## src/verilog/mpusf_pkg.sv

```systemverilog
/*
  Package for the core special function register bank: register
  addresses, reset values, status word field positions, pin masks and
  the packed structs carried on the module ports.
  Assumes a single core clock and direct 8-bit register addressing.
*/
package mpusf_pkg;

  // Addresses of the registers held in the main bank
  localparam logic [7:0] A_PORT0 = 8'h80;
  localparam logic [7:0] A_SP = 8'h81;
  localparam logic [7:0] A_DPL0 = 8'h82;
  localparam logic [7:0] A_DPH0 = 8'h83;
  localparam logic [7:0] A_DATA_POINTER1_LOW = 8'h84;
  localparam logic [7:0] A_DATA_POINTER1_HIGH = 8'h85;
  localparam logic [7:0] A_STRETCH = 8'h8E;
  localparam logic [7:0] A_PORT1 = 8'h90;
  localparam logic [7:0] A_PORT1_DIRECTION = 8'h91;
  localparam logic [7:0] A_PSEL = 8'h92;
  localparam logic [7:0] A_PORT2 = 8'hA0;
  localparam logic [7:0] A_PORT2_DIRECTION = 8'hA1;
  localparam logic [7:0] A_PORT0_DIRECTION = 8'hA2;
  localparam logic [7:0] A_MOVX_PAGE = 8'hBF;
  localparam logic [7:0] A_PSW = 8'hD0;
  localparam logic [7:0] A_SUM = 8'hE0;
  localparam logic [7:0] A_HELPER = 8'hF0;

  // Reset values of the main bank
  localparam logic [7:0] R_PORT0 = 8'hFF;
  localparam logic [7:0] R_PORT1 = 8'hFF;
  localparam logic [7:0] R_PORT2 = 8'h00;
  localparam logic [7:0] R_DIR = 8'h00;
  localparam logic [7:0] R_SP = 8'h07;
  localparam logic [7:0] R_STRETCH = 8'h01;
  localparam logic [7:0] R_ZERO = 8'h00;
  localparam logic [15:0] R_PC = 16'h0000;

  // Status word bit positions
  localparam int PSW_CARRY = 7;
  localparam int PSW_HALF = 6;
  localparam int PSW_USER0 = 5;
  localparam int PSW_BANK_HI = 4;
  localparam int PSW_BANK_LO = 3;
  localparam int PSW_WRAP = 2;
  localparam int PSW_USER1 = 1;
  localparam int PSW_PARITY = 0;

  // Bonded pins per port: port bit n drives pin 8*port+n
  localparam logic [7:0] PORT0_PINS = 8'hF0;
  localparam logic [7:0] PORT1_PINS = 8'hCF;
  localparam logic [7:0] PORT2_PINS = 8'h03;

  // Plain storage registers (timers, serial, interrupt control)
  localparam int MISC_N = 24;
  localparam logic [7:0] MISC_ADDR [MISC_N] = '{
    8'h86, 8'h87, 8'h88, 8'h89, 8'h8A, 8'h8B, 8'h8C, 8'h8D,
    8'h98, 8'h99, 8'h9A, 8'h9B, 8'h9C, 8'h9D, 8'hA8, 8'hA9,
    8'hAA, 8'hB8, 8'hB9, 8'hBA, 8'hBB, 8'hC0, 8'hC8, 8'hD8};
  localparam logic [7:0] MISC_RST [MISC_N] = '{
    8'h00, 8'h00, 8'h00, 8'h00, 8'h00, 8'h00, 8'h00, 8'h00,
    8'h00, 8'h00, 8'h00, 8'h00, 8'h00, 8'h00, 8'h00, 8'h00,
    8'hD9, 8'h00, 8'h00, 8'h03, 8'h03, 8'h00, 8'h00, 8'h00};
  // Only the top bit of the baud rate control register is kept
  localparam logic [7:0] MISC_MASK [MISC_N] = '{
    8'hFF, 8'hFF, 8'hFF, 8'hFF, 8'hFF, 8'hFF, 8'hFF, 8'hFF,
    8'hFF, 8'hFF, 8'hFF, 8'hFF, 8'hFF, 8'hFF, 8'hFF, 8'hFF,
    8'hFF, 8'hFF, 8'hFF, 8'hFF, 8'hFF, 8'hFF, 8'hFF, 8'h80};

  typedef struct packed {
    logic rd;
    logic wr;
    logic bit_op;
    logic [7:0] addr;
    logic [7:0] wdata;
  } mpusf_sfr_req_t;

  typedef struct packed {
    logic upd_carry;
    logic carry;
    logic upd_half;
    logic half;
    logic upd_wrap;
    logic wrap;
  } mpusf_flag_t;

  typedef struct packed {
    logic wr;
    logic [7:0] sum;
    logic [7:0] helper;
  } mpusf_muldiv_t;

  typedef struct packed {
    logic [7:0] port0;
    logic [7:0] port1;
    logic [7:0] port2;
  } mpusf_port_t;

endpackage : mpusf_pkg

```

## src/verilog/mpusf_misc_regs.sv

```systemverilog
/*
  Plain byte storage for the timer, serial and interrupt registers that
  this bank only holds. Read data is combinational from the address.
  Assumes the caller resolves bit accesses into whole-byte writes.
*/
module mpusf_misc_regs #(
  parameter int N = mpusf_pkg::MISC_N
) (
  // Clock and reset
  input wire logic ref_clk_in,
  input wire logic rst_in,
  // Access
  input wire logic wr_en_in,
  input wire logic [7:0] addr_in,
  input wire logic [7:0] wdata_in,
  output logic hit_out,
  output logic [7:0] rdata_out
);

  typedef struct packed {
    logic [N-1:0][7:0] regs;
  } mpusf_misc_state_t;

  mpusf_misc_state_t st_ff;
  mpusf_misc_state_t nxt_st;

  always_comb begin
    nxt_st = st_ff;
    hit_out = 1'h0;
    rdata_out = 8'h00;
    for (int i = 0; i < N; i++) begin
      if (addr_in == mpusf_pkg::MISC_ADDR[i]) begin
        hit_out = 1'h1;
        rdata_out = st_ff.regs[i];
        if (wr_en_in) begin
          nxt_st.regs[i] = wdata_in & mpusf_pkg::MISC_MASK[i];
        end
      end
    end
    if (rst_in) begin
      for (int i = 0; i < N; i++) begin
        nxt_st.regs[i] = mpusf_pkg::MISC_RST[i];
      end
    end
  end

  always_ff @(posedge ref_clk_in) begin
    st_ff <= nxt_st;
  end

endmodule : mpusf_misc_regs

```

## src/verilog/mpusf_core_regs.sv

```systemverilog
/*
  Core special function register bank: ports, direction, stack and
  data pointers, program counter, status word, sum and helper
  registers, plus plain storage for the remaining generic registers.
  Assumes the core issues at most one register access per cycle and
  that pins are synchronous to the core clock.
*/
// Contract
// - Generic registers load listed values at reset
// - Stack pointer resets 07, pre-increments on push
// - Two bank bits pick eight-register group base
// - Status word fixed carry-to-parity bit layout
// - Parity bit always tracks sum register parity
// - Data pointer built from writable low, high
// - Program counter resets zero, advances on fetch
// - Sum and helper serve arithmetic, helper scratch
// - Latch bit one drives pin high, zero low
// - Direction bit one output, zero input
// - Three ports map to fixed pin groups
// - Every pin has latch, driver, input buffer
// - Port read returns pin even when output
// - Movx page register supplies upper address byte
// - Stretch control resets to one
// - Baud rate control keeps only top bit
// - Interrupt polarity register resets to zero
// - Pointer select bit zero picks active pointer
// - Unimplemented addresses: writes do nothing
// - Addresses multiple of eight allow bit access
module mpusf_core_regs (
  // Clock and reset
  input wire logic ref_clk_in,
  input wire logic rst_in,
  // Register access from the core
  input wire mpusf_pkg::mpusf_sfr_req_t sfr_req_in,
  output logic [7:0] sfr_rdata_out,
  output logic sfr_rbit_out,
  // Hardware updates from the core
  input wire mpusf_pkg::mpusf_flag_t flag_in,
  input wire mpusf_pkg::mpusf_muldiv_t muldiv_in,
  input wire logic sp_push_in,
  input wire logic sp_pop_in,
  input wire logic pc_fetch_in,
  input wire logic pc_load_in,
  input wire logic [15:0] pc_target_in,
  // State seen by the core
  output logic [7:0] sum_out,
  output logic [7:0] helper_out,
  output logic [7:0] psw_out,
  output logic [7:0] stack_pointer_out,
  output logic [15:0] program_counter_out,
  output logic [15:0] data_pointer_out,
  output logic [7:0] bank_base_out,
  output logic [7:0] movx_page_out,
  output logic [2:0] stretch_out,
  // General I/O pins
  input wire mpusf_pkg::mpusf_port_t pin_in,
  output mpusf_pkg::mpusf_port_t pin_out,
  output mpusf_pkg::mpusf_port_t pin_oe_out
);

  typedef struct packed {
    mpusf_pkg::mpusf_port_t latch;
    mpusf_pkg::mpusf_port_t dir;
    mpusf_pkg::mpusf_port_t drive;
    mpusf_pkg::mpusf_port_t oe;
    logic [7:0] sp;
    logic [7:0] dpl0;
    logic [7:0] dph0;
    logic [7:0] data_pointer1_low;
    logic [7:0] data_pointer1_high;
    logic psel;
    logic [7:0] stretch;
    logic [7:0] movx_page;
    logic [7:0] program_status_word;
    logic [7:0] sum;
    logic [7:0] helper;
    logic [15:0] pc;
    logic [15:0] data_pointer_act;
    logic [7:0] bank_base;
    logic [7:0] rdata;
    logic rbit;
  } mpusf_core_state_t;

  mpusf_core_state_t st_ff;
  mpusf_core_state_t nxt_st;

  logic [7:0] byte_addr;
  logic [2:0] bit_idx;
  logic [7:0] latch_view;
  logic [7:0] read_view;
  logic main_hit;
  logic [7:0] wdata_eff;
  logic misc_wr;
  logic misc_hit;
  logic [7:0] misc_rdata;
  logic sp_written;
  logic [7:0] psw_wr;

  // Bonded bits show the pin, unbonded bits the latch
  function automatic logic [7:0] pin_mix(input logic [7:0] pins,
                                         input logic [7:0] latch,
                                         input logic [7:0] mask);
    pin_mix = (pins & mask) | (latch & ~mask);
  endfunction : pin_mix

  // Bit addresses land only on bytes whose address is a multiple of 8
  assign byte_addr = sfr_req_in.bit_op ?
                     {sfr_req_in.addr[7:3], 3'h0} : sfr_req_in.addr;
  assign bit_idx = sfr_req_in.addr[2:0];

  mpusf_misc_regs #(
    .N(mpusf_pkg::MISC_N)
  ) u_misc (
    .ref_clk_in(ref_clk_in),
    .rst_in(rst_in),
    .wr_en_in(misc_wr),
    .addr_in(byte_addr),
    .wdata_in(wdata_eff),
    .hit_out(misc_hit),
    .rdata_out(misc_rdata)
  );

  // Read side: latch view feeds read-modify-write, read view feeds core
  always_comb begin
    main_hit = 1'h1;
    latch_view = 8'h00;
    read_view = 8'h00;
    case (byte_addr)
      mpusf_pkg::A_PORT0: begin
        latch_view = st_ff.latch.port0;
        read_view = pin_mix(pin_in.port0, st_ff.latch.port0,
                            mpusf_pkg::PORT0_PINS);
      end
      mpusf_pkg::A_PORT1: begin
        latch_view = st_ff.latch.port1;
        read_view = pin_mix(pin_in.port1, st_ff.latch.port1,
                            mpusf_pkg::PORT1_PINS);
      end
      mpusf_pkg::A_PORT2: begin
        latch_view = st_ff.latch.port2;
        read_view = pin_mix(pin_in.port2, st_ff.latch.port2,
                            mpusf_pkg::PORT2_PINS);
      end
      mpusf_pkg::A_PORT0_DIRECTION: begin
        latch_view = st_ff.dir.port0;
        read_view = latch_view;
      end
      mpusf_pkg::A_PORT1_DIRECTION: begin
        latch_view = st_ff.dir.port1;
        read_view = latch_view;
      end
      mpusf_pkg::A_PORT2_DIRECTION: begin
        latch_view = st_ff.dir.port2;
        read_view = latch_view;
      end
      mpusf_pkg::A_SP: begin
        latch_view = st_ff.sp;
        read_view = latch_view;
      end
      mpusf_pkg::A_DPL0: begin
        latch_view = st_ff.dpl0;
        read_view = latch_view;
      end
      mpusf_pkg::A_DPH0: begin
        latch_view = st_ff.dph0;
        read_view = latch_view;
      end
      mpusf_pkg::A_DATA_POINTER1_LOW: begin
        latch_view = st_ff.data_pointer1_low;
        read_view = latch_view;
      end
      mpusf_pkg::A_DATA_POINTER1_HIGH: begin
        latch_view = st_ff.data_pointer1_high;
        read_view = latch_view;
      end
      mpusf_pkg::A_PSEL: begin
        latch_view = {7'h00, st_ff.psel};
        read_view = latch_view;
      end
      mpusf_pkg::A_STRETCH: begin
        latch_view = st_ff.stretch;
        read_view = latch_view;
      end
      mpusf_pkg::A_MOVX_PAGE: begin
        latch_view = st_ff.movx_page;
        read_view = latch_view;
      end
      mpusf_pkg::A_PSW: begin
        latch_view = st_ff.program_status_word;
        read_view = latch_view;
      end
      mpusf_pkg::A_SUM: begin
        latch_view = st_ff.sum;
        read_view = latch_view;
      end
      mpusf_pkg::A_HELPER: begin
        latch_view = st_ff.helper;
        read_view = latch_view;
      end
      default: begin
        main_hit = 1'h0;
        // Unmapped addresses read as zero
        latch_view = misc_hit ? misc_rdata : 8'h00;
        read_view = latch_view;
      end
    endcase
  end

  // Bit writes merge one bit into the current latch contents
  always_comb begin
    wdata_eff = sfr_req_in.wdata;
    if (sfr_req_in.bit_op) begin
      wdata_eff = latch_view;
      wdata_eff[bit_idx] = sfr_req_in.wdata[0];
    end
  end

  // Misc store ignores addresses it does not hold
  assign misc_wr = sfr_req_in.wr & ~main_hit;
  assign sp_written = sfr_req_in.wr && (byte_addr == mpusf_pkg::A_SP);

  always_comb begin
    nxt_st = st_ff;
    psw_wr = st_ff.program_status_word;
    if (sfr_req_in.wr) begin
      case (byte_addr)
        mpusf_pkg::A_PORT0: nxt_st.latch.port0 = wdata_eff;
        mpusf_pkg::A_PORT1: nxt_st.latch.port1 = wdata_eff;
        mpusf_pkg::A_PORT2: nxt_st.latch.port2 = wdata_eff;
        mpusf_pkg::A_PORT0_DIRECTION: nxt_st.dir.port0 = wdata_eff;
        mpusf_pkg::A_PORT1_DIRECTION: nxt_st.dir.port1 = wdata_eff;
        mpusf_pkg::A_PORT2_DIRECTION: nxt_st.dir.port2 = wdata_eff;
        mpusf_pkg::A_SP: nxt_st.sp = wdata_eff;
        mpusf_pkg::A_DPL0: nxt_st.dpl0 = wdata_eff;
        mpusf_pkg::A_DPH0: nxt_st.dph0 = wdata_eff;
        mpusf_pkg::A_DATA_POINTER1_LOW: nxt_st.data_pointer1_low = wdata_eff;
        mpusf_pkg::A_DATA_POINTER1_HIGH: nxt_st.data_pointer1_high = wdata_eff;
        mpusf_pkg::A_PSEL: nxt_st.psel = wdata_eff[0];
        mpusf_pkg::A_STRETCH: nxt_st.stretch = wdata_eff;
        mpusf_pkg::A_MOVX_PAGE: nxt_st.movx_page = wdata_eff;
        mpusf_pkg::A_PSW: psw_wr = wdata_eff;
        mpusf_pkg::A_SUM: nxt_st.sum = wdata_eff;
        mpusf_pkg::A_HELPER: nxt_st.helper = wdata_eff;
        default: begin
        end
      endcase
    end

    // Software write to the pointer beats a push or pop in that cycle
    if (!sp_written) begin
      if (sp_push_in && !sp_pop_in) begin
        nxt_st.sp = st_ff.sp + 8'h01;
      end else if (sp_pop_in && !sp_push_in) begin
        nxt_st.sp = st_ff.sp - 8'h01;
      end
    end

    if (pc_load_in) begin
      nxt_st.pc = pc_target_in;
    end else if (pc_fetch_in) begin
      nxt_st.pc = st_ff.pc + 16'h0001;
    end

    // Instruction results override a same-cycle software flag write
    if (flag_in.upd_carry) begin
      psw_wr[mpusf_pkg::PSW_CARRY] = flag_in.carry;
    end
    if (flag_in.upd_half) begin
      psw_wr[mpusf_pkg::PSW_HALF] = flag_in.half;
    end
    if (flag_in.upd_wrap) begin
      psw_wr[mpusf_pkg::PSW_WRAP] = flag_in.wrap;
    end

    if (muldiv_in.wr) begin
      nxt_st.sum = muldiv_in.sum;
      nxt_st.helper = muldiv_in.helper;
    end

    // Parity is never software-writable; it follows the next sum value
    nxt_st.program_status_word = psw_wr;
    nxt_st.program_status_word[mpusf_pkg::PSW_PARITY] = ^nxt_st.sum;

    if (sfr_req_in.rd) begin
      nxt_st.rdata = read_view;
      nxt_st.rbit = read_view[bit_idx];
    end

    if (rst_in) begin
      nxt_st.latch.port0 = mpusf_pkg::R_PORT0;
      nxt_st.latch.port1 = mpusf_pkg::R_PORT1;
      nxt_st.latch.port2 = mpusf_pkg::R_PORT2;
      nxt_st.dir.port0 = mpusf_pkg::R_DIR;
      nxt_st.dir.port1 = mpusf_pkg::R_DIR;
      nxt_st.dir.port2 = mpusf_pkg::R_DIR;
      nxt_st.sp = mpusf_pkg::R_SP;
      nxt_st.dpl0 = mpusf_pkg::R_ZERO;
      nxt_st.dph0 = mpusf_pkg::R_ZERO;
      nxt_st.data_pointer1_low = mpusf_pkg::R_ZERO;
      nxt_st.data_pointer1_high = mpusf_pkg::R_ZERO;
      nxt_st.psel = 1'h0;
      nxt_st.stretch = mpusf_pkg::R_STRETCH;
      nxt_st.movx_page = mpusf_pkg::R_ZERO;
      nxt_st.program_status_word = mpusf_pkg::R_ZERO;
      nxt_st.sum = mpusf_pkg::R_ZERO;
      nxt_st.helper = mpusf_pkg::R_ZERO;
      nxt_st.pc = mpusf_pkg::R_PC;
      nxt_st.rdata = mpusf_pkg::R_ZERO;
      nxt_st.rbit = 1'h0;
    end

    // Registered copies so every output leaves a flip-flop
    nxt_st.data_pointer_act = nxt_st.psel ? {nxt_st.data_pointer1_high, nxt_st.data_pointer1_low}
                                  : {nxt_st.dph0, nxt_st.dpl0};
    nxt_st.bank_base = {3'h0, nxt_st.program_status_word[mpusf_pkg::PSW_BANK_HI],
                        nxt_st.program_status_word[mpusf_pkg::PSW_BANK_LO], 3'h0};
    nxt_st.drive = nxt_st.latch;
    nxt_st.oe.port0 = nxt_st.dir.port0 &
                      mpusf_pkg::PORT0_PINS;
    nxt_st.oe.port1 = nxt_st.dir.port1 &
                      mpusf_pkg::PORT1_PINS;
    nxt_st.oe.port2 = nxt_st.dir.port2 &
                      mpusf_pkg::PORT2_PINS;
  end

  always_ff @(posedge ref_clk_in) begin
    st_ff <= nxt_st;
  end

  assign sfr_rdata_out = st_ff.rdata;
  assign sfr_rbit_out = st_ff.rbit;
  assign sum_out = st_ff.sum;
  assign helper_out = st_ff.helper;
  assign psw_out = st_ff.program_status_word;
  assign stack_pointer_out = st_ff.sp;
  assign program_counter_out = st_ff.pc;
  assign data_pointer_out = st_ff.data_pointer_act;
  assign bank_base_out = st_ff.bank_base;
  assign movx_page_out = st_ff.movx_page;
  assign stretch_out = st_ff.stretch[2:0];
  assign pin_out = st_ff.drive;
  assign pin_oe_out = st_ff.oe;

endmodule : mpusf_core_regs

```

## config.mk

```make
export PLATFORM = sky130hd
export DESIGN_NAME = mpusf_core_regs
export DESIGN_NICKNAME = d
export VERILOG_FILES = /design/src/verilog/mpusf_pkg.sv /design/src/verilog/mpusf_misc_regs.sv /design/src/verilog/mpusf_core_regs.sv
export SDC_FILE = /design/constraint.sdc
export NUM_CORES = 1
export LEC_CHECK = 0
export BUFFER_PORTS_ARGS = -buffer_cell sky130_fd_sc_hd__buf_2
export CAP_MARGIN = 20
export CORE_MARGIN = 4
export CORE_UTILIZATION = 51
export DETAILED_ROUTE_END_ITERATION = 10
export PLACE_DENSITY = 0.77
export SETUP_SLACK_MARGIN = 0.5
export SLEW_MARGIN = 20
export SYNTH_ARGS = -nofsm -noshare
export SYNTH_HDL_FRONTEND = slang
export SYNTH_HIERARCHICAL = 1
export SYNTH_SLANG_ARGS = --single-unit
```

## constraint.sdc

```tcl
create_clock -name ref_clk_in -period 8.9 [get_ports ref_clk_in]
set_input_delay 0.445 -clock ref_clk_in [delete_from_list [all_inputs] [get_ports ref_clk_in]]
set_output_delay 0.445 -clock ref_clk_in [all_outputs]
set_load 0.02 [all_outputs]
```

-- Word-level counts from Yosys, hierarchy flattened
Cells that the tools add are included.
Widths: inputs -> output; s select.
- register bits: 355
- output and inout port bits: 140
- logic and storage cells: 245
- add/subtract/negate cells: 3
- $lt $le $gt $ge: 2
- eq/ne operators: 41
- mux-type cells: 87
- bitwise operators: 5
- reductions and logical operators: 54
- operators with widths (kind ; number):
    $mux 8 ; 42
    $eq 8x8->1 const B ; 41
    $pmux 8 s17 ; 2
    $mux 16 ; 6
    $mux 89 ; 1
    $reduce_and 2->1 ; 37
    $mux 57 ; 1
    $mux 1 ; 31
    $reduce_bool 2->1 ; 9
    $reduce_or 17->1 ; 1
    $add 16x1->16 const B ; 1
    $add 8x1->8 const B ; 1
    $bwmux 8 ; 1
    $or 2x8->8 ; 1
    $or 8x4->8 ; 1
    $or 8x6->8 ; 1
    $reduce_xor 8->1 ; 1
    $sub 8x1->8 const B ; 1
    $logic_and 1x1->1 ; 4
    $lt 3x4->1 const B ; 1
    $bmux 1 s3 ; 1
    $demux 1 s3 ; 1
    $ge 3x1->1 const B ; 1
    $mux 3 ; 1
    3 further kinds ; 4

-- Longest topological paths before layout
- word-level depth: 36
- gate-level depth with buffers: 22
- mapped depth without buffers: 17

-- By module
The synthesis kept the hierarchy.
- modules (own cells, without submodules) (module ; instances ; cells an instance ; area each (µm²)):
    mpusf_core_regs ; 1 ; 1302 ; 10097.2
    mpusf_misc_regs ; 1 ; 1147 ; 9288.9

-- Least setup slack after synthesis
Ideal clock, no wire load.
- path kind: in2reg
- from: input sfr_req_in[16] in the netlist's numbering
- to: register u_misc/st_ff[111] in the netlist's numbering
- setup time: 0.070 ns
- arrival time: 4.235 ns
- path slack: 4.595 ns
- stages: 19
- path through: buf_2 -> buf_1 -> clkbuf_1 -> nor2_1 -> buf_4 -> buf_6 -> buf_4 -> a211oi_2 -> nor3_1 -> nand3_1 -> a21o_1 -> inv_1 -> a311oi_2 -> nand3_1 -> a31oi_1 -> clkbuf_1 -> clkbuf_1 -> nand3_1 -> a21oi_1
- longest elaborated chain between the ends: 30
- elaborated cells on any way between the ends: 99
- those cells by class: eq/ne: 41; mux: 54; bitwise: 2; reduce/logical: 2
- ends and longest elaborated chain (element ; line ; text):
    start: declaration ; mpusf_core_regs.sv:34 ; input wire mpusf_pkg::mpusf_sfr_req_t sfr_req_in,
    $mux 3 (*) ; mpusf_core_regs.sv:107 ; assign byte_addr = sfr_req_in.bit_op ?
    net byte_addr[1] ; mpusf_core_regs.sv:87 ; logic [7:0] byte_addr;
    $eq 8x8->1 ; mpusf_misc_regs.sv:32 ; if (addr_in == mpusf_pkg::MISC_ADDR[i]) begin
    $mux 1 (23 in a row) ; mpusf_misc_regs.sv:32 ;
    $mux 1 (*) ; mpusf_misc_regs.sv:32 ;
    net misc_hit ; mpusf_core_regs.sv:94 ; logic misc_hit;
    $mux 8 (*) ; mpusf_core_regs.sv:203 ; latch_view = misc_hit ? misc_rdata : 8'h00;
    $pmux 8 s17 (*) ; mpusf_core_regs.sv:128 ; case (byte_addr)
    $bwmux 8 (*) ; mpusf_core_regs.sv:214 ; wdata_eff[bit_idx] = sfr_req_in.wdata[0];
    $mux 8 (*) ; mpusf_core_regs.sv:212 ; if (sfr_req_in.bit_op) begin
    net wdata_eff[7] ; mpusf_core_regs.sv:92 ; logic [7:0] wdata_eff;
    end signal: assignment ; mpusf_misc_regs.sv:48 ; st_ff <= nxt_st;
    end: declaration ; mpusf_misc_regs.sv:24 ; mpusf_misc_state_t st_ff;
The timed path passes the listed nets; every way through them passes the cells marked *.
A chain may end at the register's enable or synchronous reset.

-- Worst setup path in the final report
- from: input sfr_req_in[9] in the netlist's numbering
- to: register st_ff (netlist bit psw_out[0])
- longest elaborated chain between the ends: 34
- elaborated cells on any way between the ends: 103
- those cells by class: order compare: 2; eq/ne: 41; mux: 58; reduce/logical: 2
- ends and longest elaborated chain (element ; line ; text):
    $mux 3 (*) ; mpusf_core_regs.sv:107 ;
    net byte_addr[1] ; mpusf_core_regs.sv:87 ;
    $eq 8x8->1 ; mpusf_misc_regs.sv:32 ;
    $mux 8 (23 in a row) ; mpusf_misc_regs.sv:32 ;
    $mux 8 (*) ; mpusf_misc_regs.sv:32 ;
    net misc_rdata[2] ; mpusf_core_regs.sv:95 ; logic [7:0] misc_rdata;
    $mux 8 (*) ; mpusf_core_regs.sv:203 ;
    $pmux 8 s17 (*) ; mpusf_core_regs.sv:128 ;
    $bwmux 8 (*) ; mpusf_core_regs.sv:214 ;
    $mux 8 (*) ; mpusf_core_regs.sv:212 ;
    $mux 8 (*) ; mpusf_core_regs.sv:226 ; case (byte_addr)
    $mux 16 (*) ; mpusf_core_regs.sv:225 ; if (sfr_req_in.wr) begin
    $mux 16 (*) ; mpusf_core_regs.sv:275 ; if (muldiv_in.wr) begin
    $reduce_xor 8->1 (*) ; mpusf_core_regs.sv:282 ; nxt_st.program_status_word[mpusf_pkg::PSW_PARITY] = ^nxt_st.sum;
    end signal: assignment ; mpusf_core_regs.sv:327 ; st_ff <= nxt_st;
    end: declaration ; mpusf_core_regs.sv:84 ; mpusf_core_state_t st_ff;
The timed path passes the listed nets; every way through them passes the cells marked *. The select of a mux whose other input is x is not followed.

==> flow_summary.yaml <==
run_status:
  status: "finished, final reports clean"
logic_synthesis:
  synth_top_flop_cell: "dfxtp_1"
  synth_mux_area_share_pct: 8.739
  synth_xor_area_share_pct: 1.265
  synth_async_sr_flop_share_pct: 0
  synth.avg_cell_area_sq_um: 7.916
  syn_area_sq_um: 19390
  ys.warnings.count: 6
  synth-compound-area-share_pct: 18.18
  synth_edf_count: 0
  yosysSeqAreaShare_pct: 36.66
  synthSimpleGateAreaFrac_pct: 24.59
  ys_seq_elements: 355
  synth_fa_ha_area_share_pct: 0.1936
  synth_top_family_by_area: "simple AND/OR/NAND/NOR gates"
  netlist-cell-type-count: 103
  synthCells: 2449
place:
  dp_cells: 2884
  dp_slack_ns: 3.063
  post-dp-hpwl_um: 44740
  portBuffers: 197
  gp_congestion: 1.010
sta:
  rsz0062_at_grt: "no"
  worst_clock_skew_ns: 0.03293
  layout_min_cycle_time_ns: 5.574
  hold_viol_final: 0
  setup_viol: 0
  drv_slew: 0
  timing.final.crit_share_pct: 62.63
  fin_setup_tns_ns: 0
  worst_slack_ns: 3.326
  tightest_slew_ns: 1.177
  relSlewSlack_pct: 21.31
  finalHoldWorstSlack_ns: 0.1160
  fmax_mhz: 179.4
die:
  die_w_um: 203.0
  io_pins: 228
  rows: 71
  core_sq_um: 37580
  fp.dieH_um: 203.0
  fp.dieArea_sq_um: 41190
  initial_utilization_pct: 51.59
critical_path:
  cp.arrival_ns: 6.07
  start_kind: "input port"
  r2r_cells: 13
  r2r_slack_ns: 5.09
  required_ns: 9.39
  cp_slowest_cell: "nor2_1"
  r2r-end: "data_pointer_out[11]"
  critPathMaxFanout: 41
  startpoint: "sfr_req_in[9]"
  path_cells: "buf_2 -> inv_1 -> nor2_4 -> buf_12 -> nand4bb_1 -> nor2_1 -> a22oi_1 -> o211ai_1 -> o21a_1 -> nand3_1 -> a31oi_4 -> buf_4 -> a31oi_1 -> o31ai_1 -> xnor2_1 -> xor2_1 -> mux2i_1"
  slowest_delay_ns: 0.73
  crit_end: "psw_out[0]"
  crit_cells: 17
  r2r-start: "u_misc/st_ff[27]"
  path_delay_family: "simple AND/OR/NAND/NOR gates"
  crit_buf_inv: 4
  crit_type: "in -> reg"
  end_kind: "register"
job:
  cap_violations: 0
detailed_routing:
  drt_first_pass_iters: 9
  drc: 0
  antenna_left: 0
  num_vias: 18586
  wl_um: 66990
  vias_per_cell: 6.292
  wl_per_cell_um: 22.68
  first_iter_violations: 2467
clock_network:
  holdBufCountCts: 0
  cts_tree: "built"
  htree_levels: 2
  path_clk_slew_ns: 0.06
  cts_resized: 0
  clock-sinks: 355
  postCtsSetupBuffers: 0
  numCtsBuffers: 39
  cts_max_path_buffers: 3
  clkLatencyLatePin_ns: 0.57
  cts-root-buf: "clkbuf_16"
global_route:
  grt_overflow_total: 0
  grt_pass1_vias: 17234
  track_usage_pct: 30.79
  grt_max_degree: 91
  antenna_found_initial: 0
  grt_pass1_wl_um: 100600
layout:
  nNetsFinal: 2505
  antenna_cells: 0
  layout.cells.non_filler: 2954
  fillers: 3446
  fin_util_pct: 55.42
  area_delta_synth_final_pct: 7.422
  final_layout_size_suffix_gt1_share_pct: 14.90
pwr:
  pwr_density_cell_nw_per_um2: 177.2
  ir_worst_vdd_v: 0.0001418
  leakage_uw: 0.008522
min_path:
  hold_path_class: "in -> reg"
-- cell families after synthesis --
kind of cell,count (synthesis)
AO/OA/AOI/OAI,540
XOR/XNOR,28
adder cells (fa/ha/maj),3
buffers and inverters,349
flip-flops,355
multiplexers,168
other,1
AND/OR/NAND/NOR,1005
-- worst register-to-register path: stages, from the launching register on --
cell and delay (ns):
dfxtp_1 0.33, o21ai_0 0.08, a21oi_1 0.28, nor3_1 0.12, a2111oi_2 0.39, o21ai_1 0.17
a31oi_1 0.38, and3_1 0.38, a2111oi_2 0.09, a2bb2oi_2 0.16, inv_2 0.58, nor2_1 0.13
or3_1 0.39, mux2i_1 0.23
-- power breakdown --
part	switching, uW	internal (uW)	leakage, uW
combinational	299	111	0.00500
clock	679	974	0.000654
sequential	21.7	1610	0.00287
total	999	2690	0.00852
-- cell usage in the layout (no fill, tap or decap), types with 31 or more instances in the layout --
cell type    n
a21oi_1    233
dfxtp_1    355
nand2_1    336
buf_4       31
o21ai_0     60
clkbuf_16   40
buf_2      196
nand3_1    162
nor2_1     301
mux2i_1    158
-- layer usage --
| metal | wire length (um) | vias up | global-route usage (%) |
|---|---|---|---|
| li1 | - | 8387 | - |
| met1 | 25640 | 8779 | 39.19 |
| met2 | 30160 | 1183 | 48.99 |
| met3 | 6934 | 237 | 6.053 |
| met4 | 4254 | 0 | 17.51 |
| met5 | 0 | - | 0 |
-- layout make-up --
class | count | area, sq um | area share (%)
Multi-Input combinational cell | 1762 | 10400 | 49.92
Tap cell | 511 | 639.4 | 3.070
Timing Repair Buffer | 230 | 1269 | 6.092
Inverter | 26 | 97.59 | 0.4686
Clock buffer | 59 | 1212 | 5.822
Sequential cell | 355 | 7107 | 34.13
Clock inverter | 11 | 105.1 | 0.5047
-- registers in the layout, indices dropped and copies added, names as in the netlist --
signal               flops
pin_out                 24
sum_out                  8
data_pointer_out        16
u_misc/st_ff           185
sfr_rbit_out             1
program_counter_out     16
sfr_rdata_out            8
helper_out               8
stretch_out              3
psw_out                  8
movx_page_out            8
stack_pointer_out        8
st_ff                   62
-- Yosys cell counts, drive strengths merged, types with 12 or more instances --
master | count | area (sq um)
o22ai | 25 | 156.4
nor2b | 19 | 126.4
nor2 | 307 | 1175
and2 | 12 | 75.07
buf | 220 | 1523
xnor2 | 12 | 105.1
and3 | 29 | 181.4
nand4 | 13 | 81.33
a31oi | 15 | 112.6
nor3 | 23 | 135.1
inv | 26 | 97.60
mux2i | 158 | 1582
a22o | 13 | 113.9
clkbuf | 103 | 386.6
a211oi | 32 | 262.8
xor2 | 16 | 140.1
o211ai | 21 | 157.7
dfxtp | 355 | 7107
a21oi | 234 | 1182
nand2b | 22 | 137.6
o21ai | 66 | 330.3
nand2 | 337 | 1267
nand3b | 14 | 108.9
a22oi | 25 | 187.7
nand3 | 166 | 850.8
-- through the flow --
step / total power (uW) / area (sq um)
2_1_floorplan: 1944 / 19450
3_3_place_gp: 2052 / 19510
3_5_place_dp: 2058 / 19510
4_1_cts: 3699 / 20830
5_1_grt: 3798 / 20830
6_report: 3690 / 20830
-- how the worst min path moves through the flow --
stage	from	cells after the start	to
CTS	pc_target_in[14]	3	program_counter_out[14]
global placement	u_misc/st_ff[60]	2	u_misc/st_ff[60]
finish	pc_target_in[14]	3	program_counter_out[14]
detailed placement	u_misc/st_ff[56]	2	u_misc/st_ff[56]
floorplan	u_misc/st_ff[60]	2	u_misc/st_ff[60]
global route	flag_in[0]	3	psw_out[2]
No activity file was read; power rests on OpenSTA's default activity.
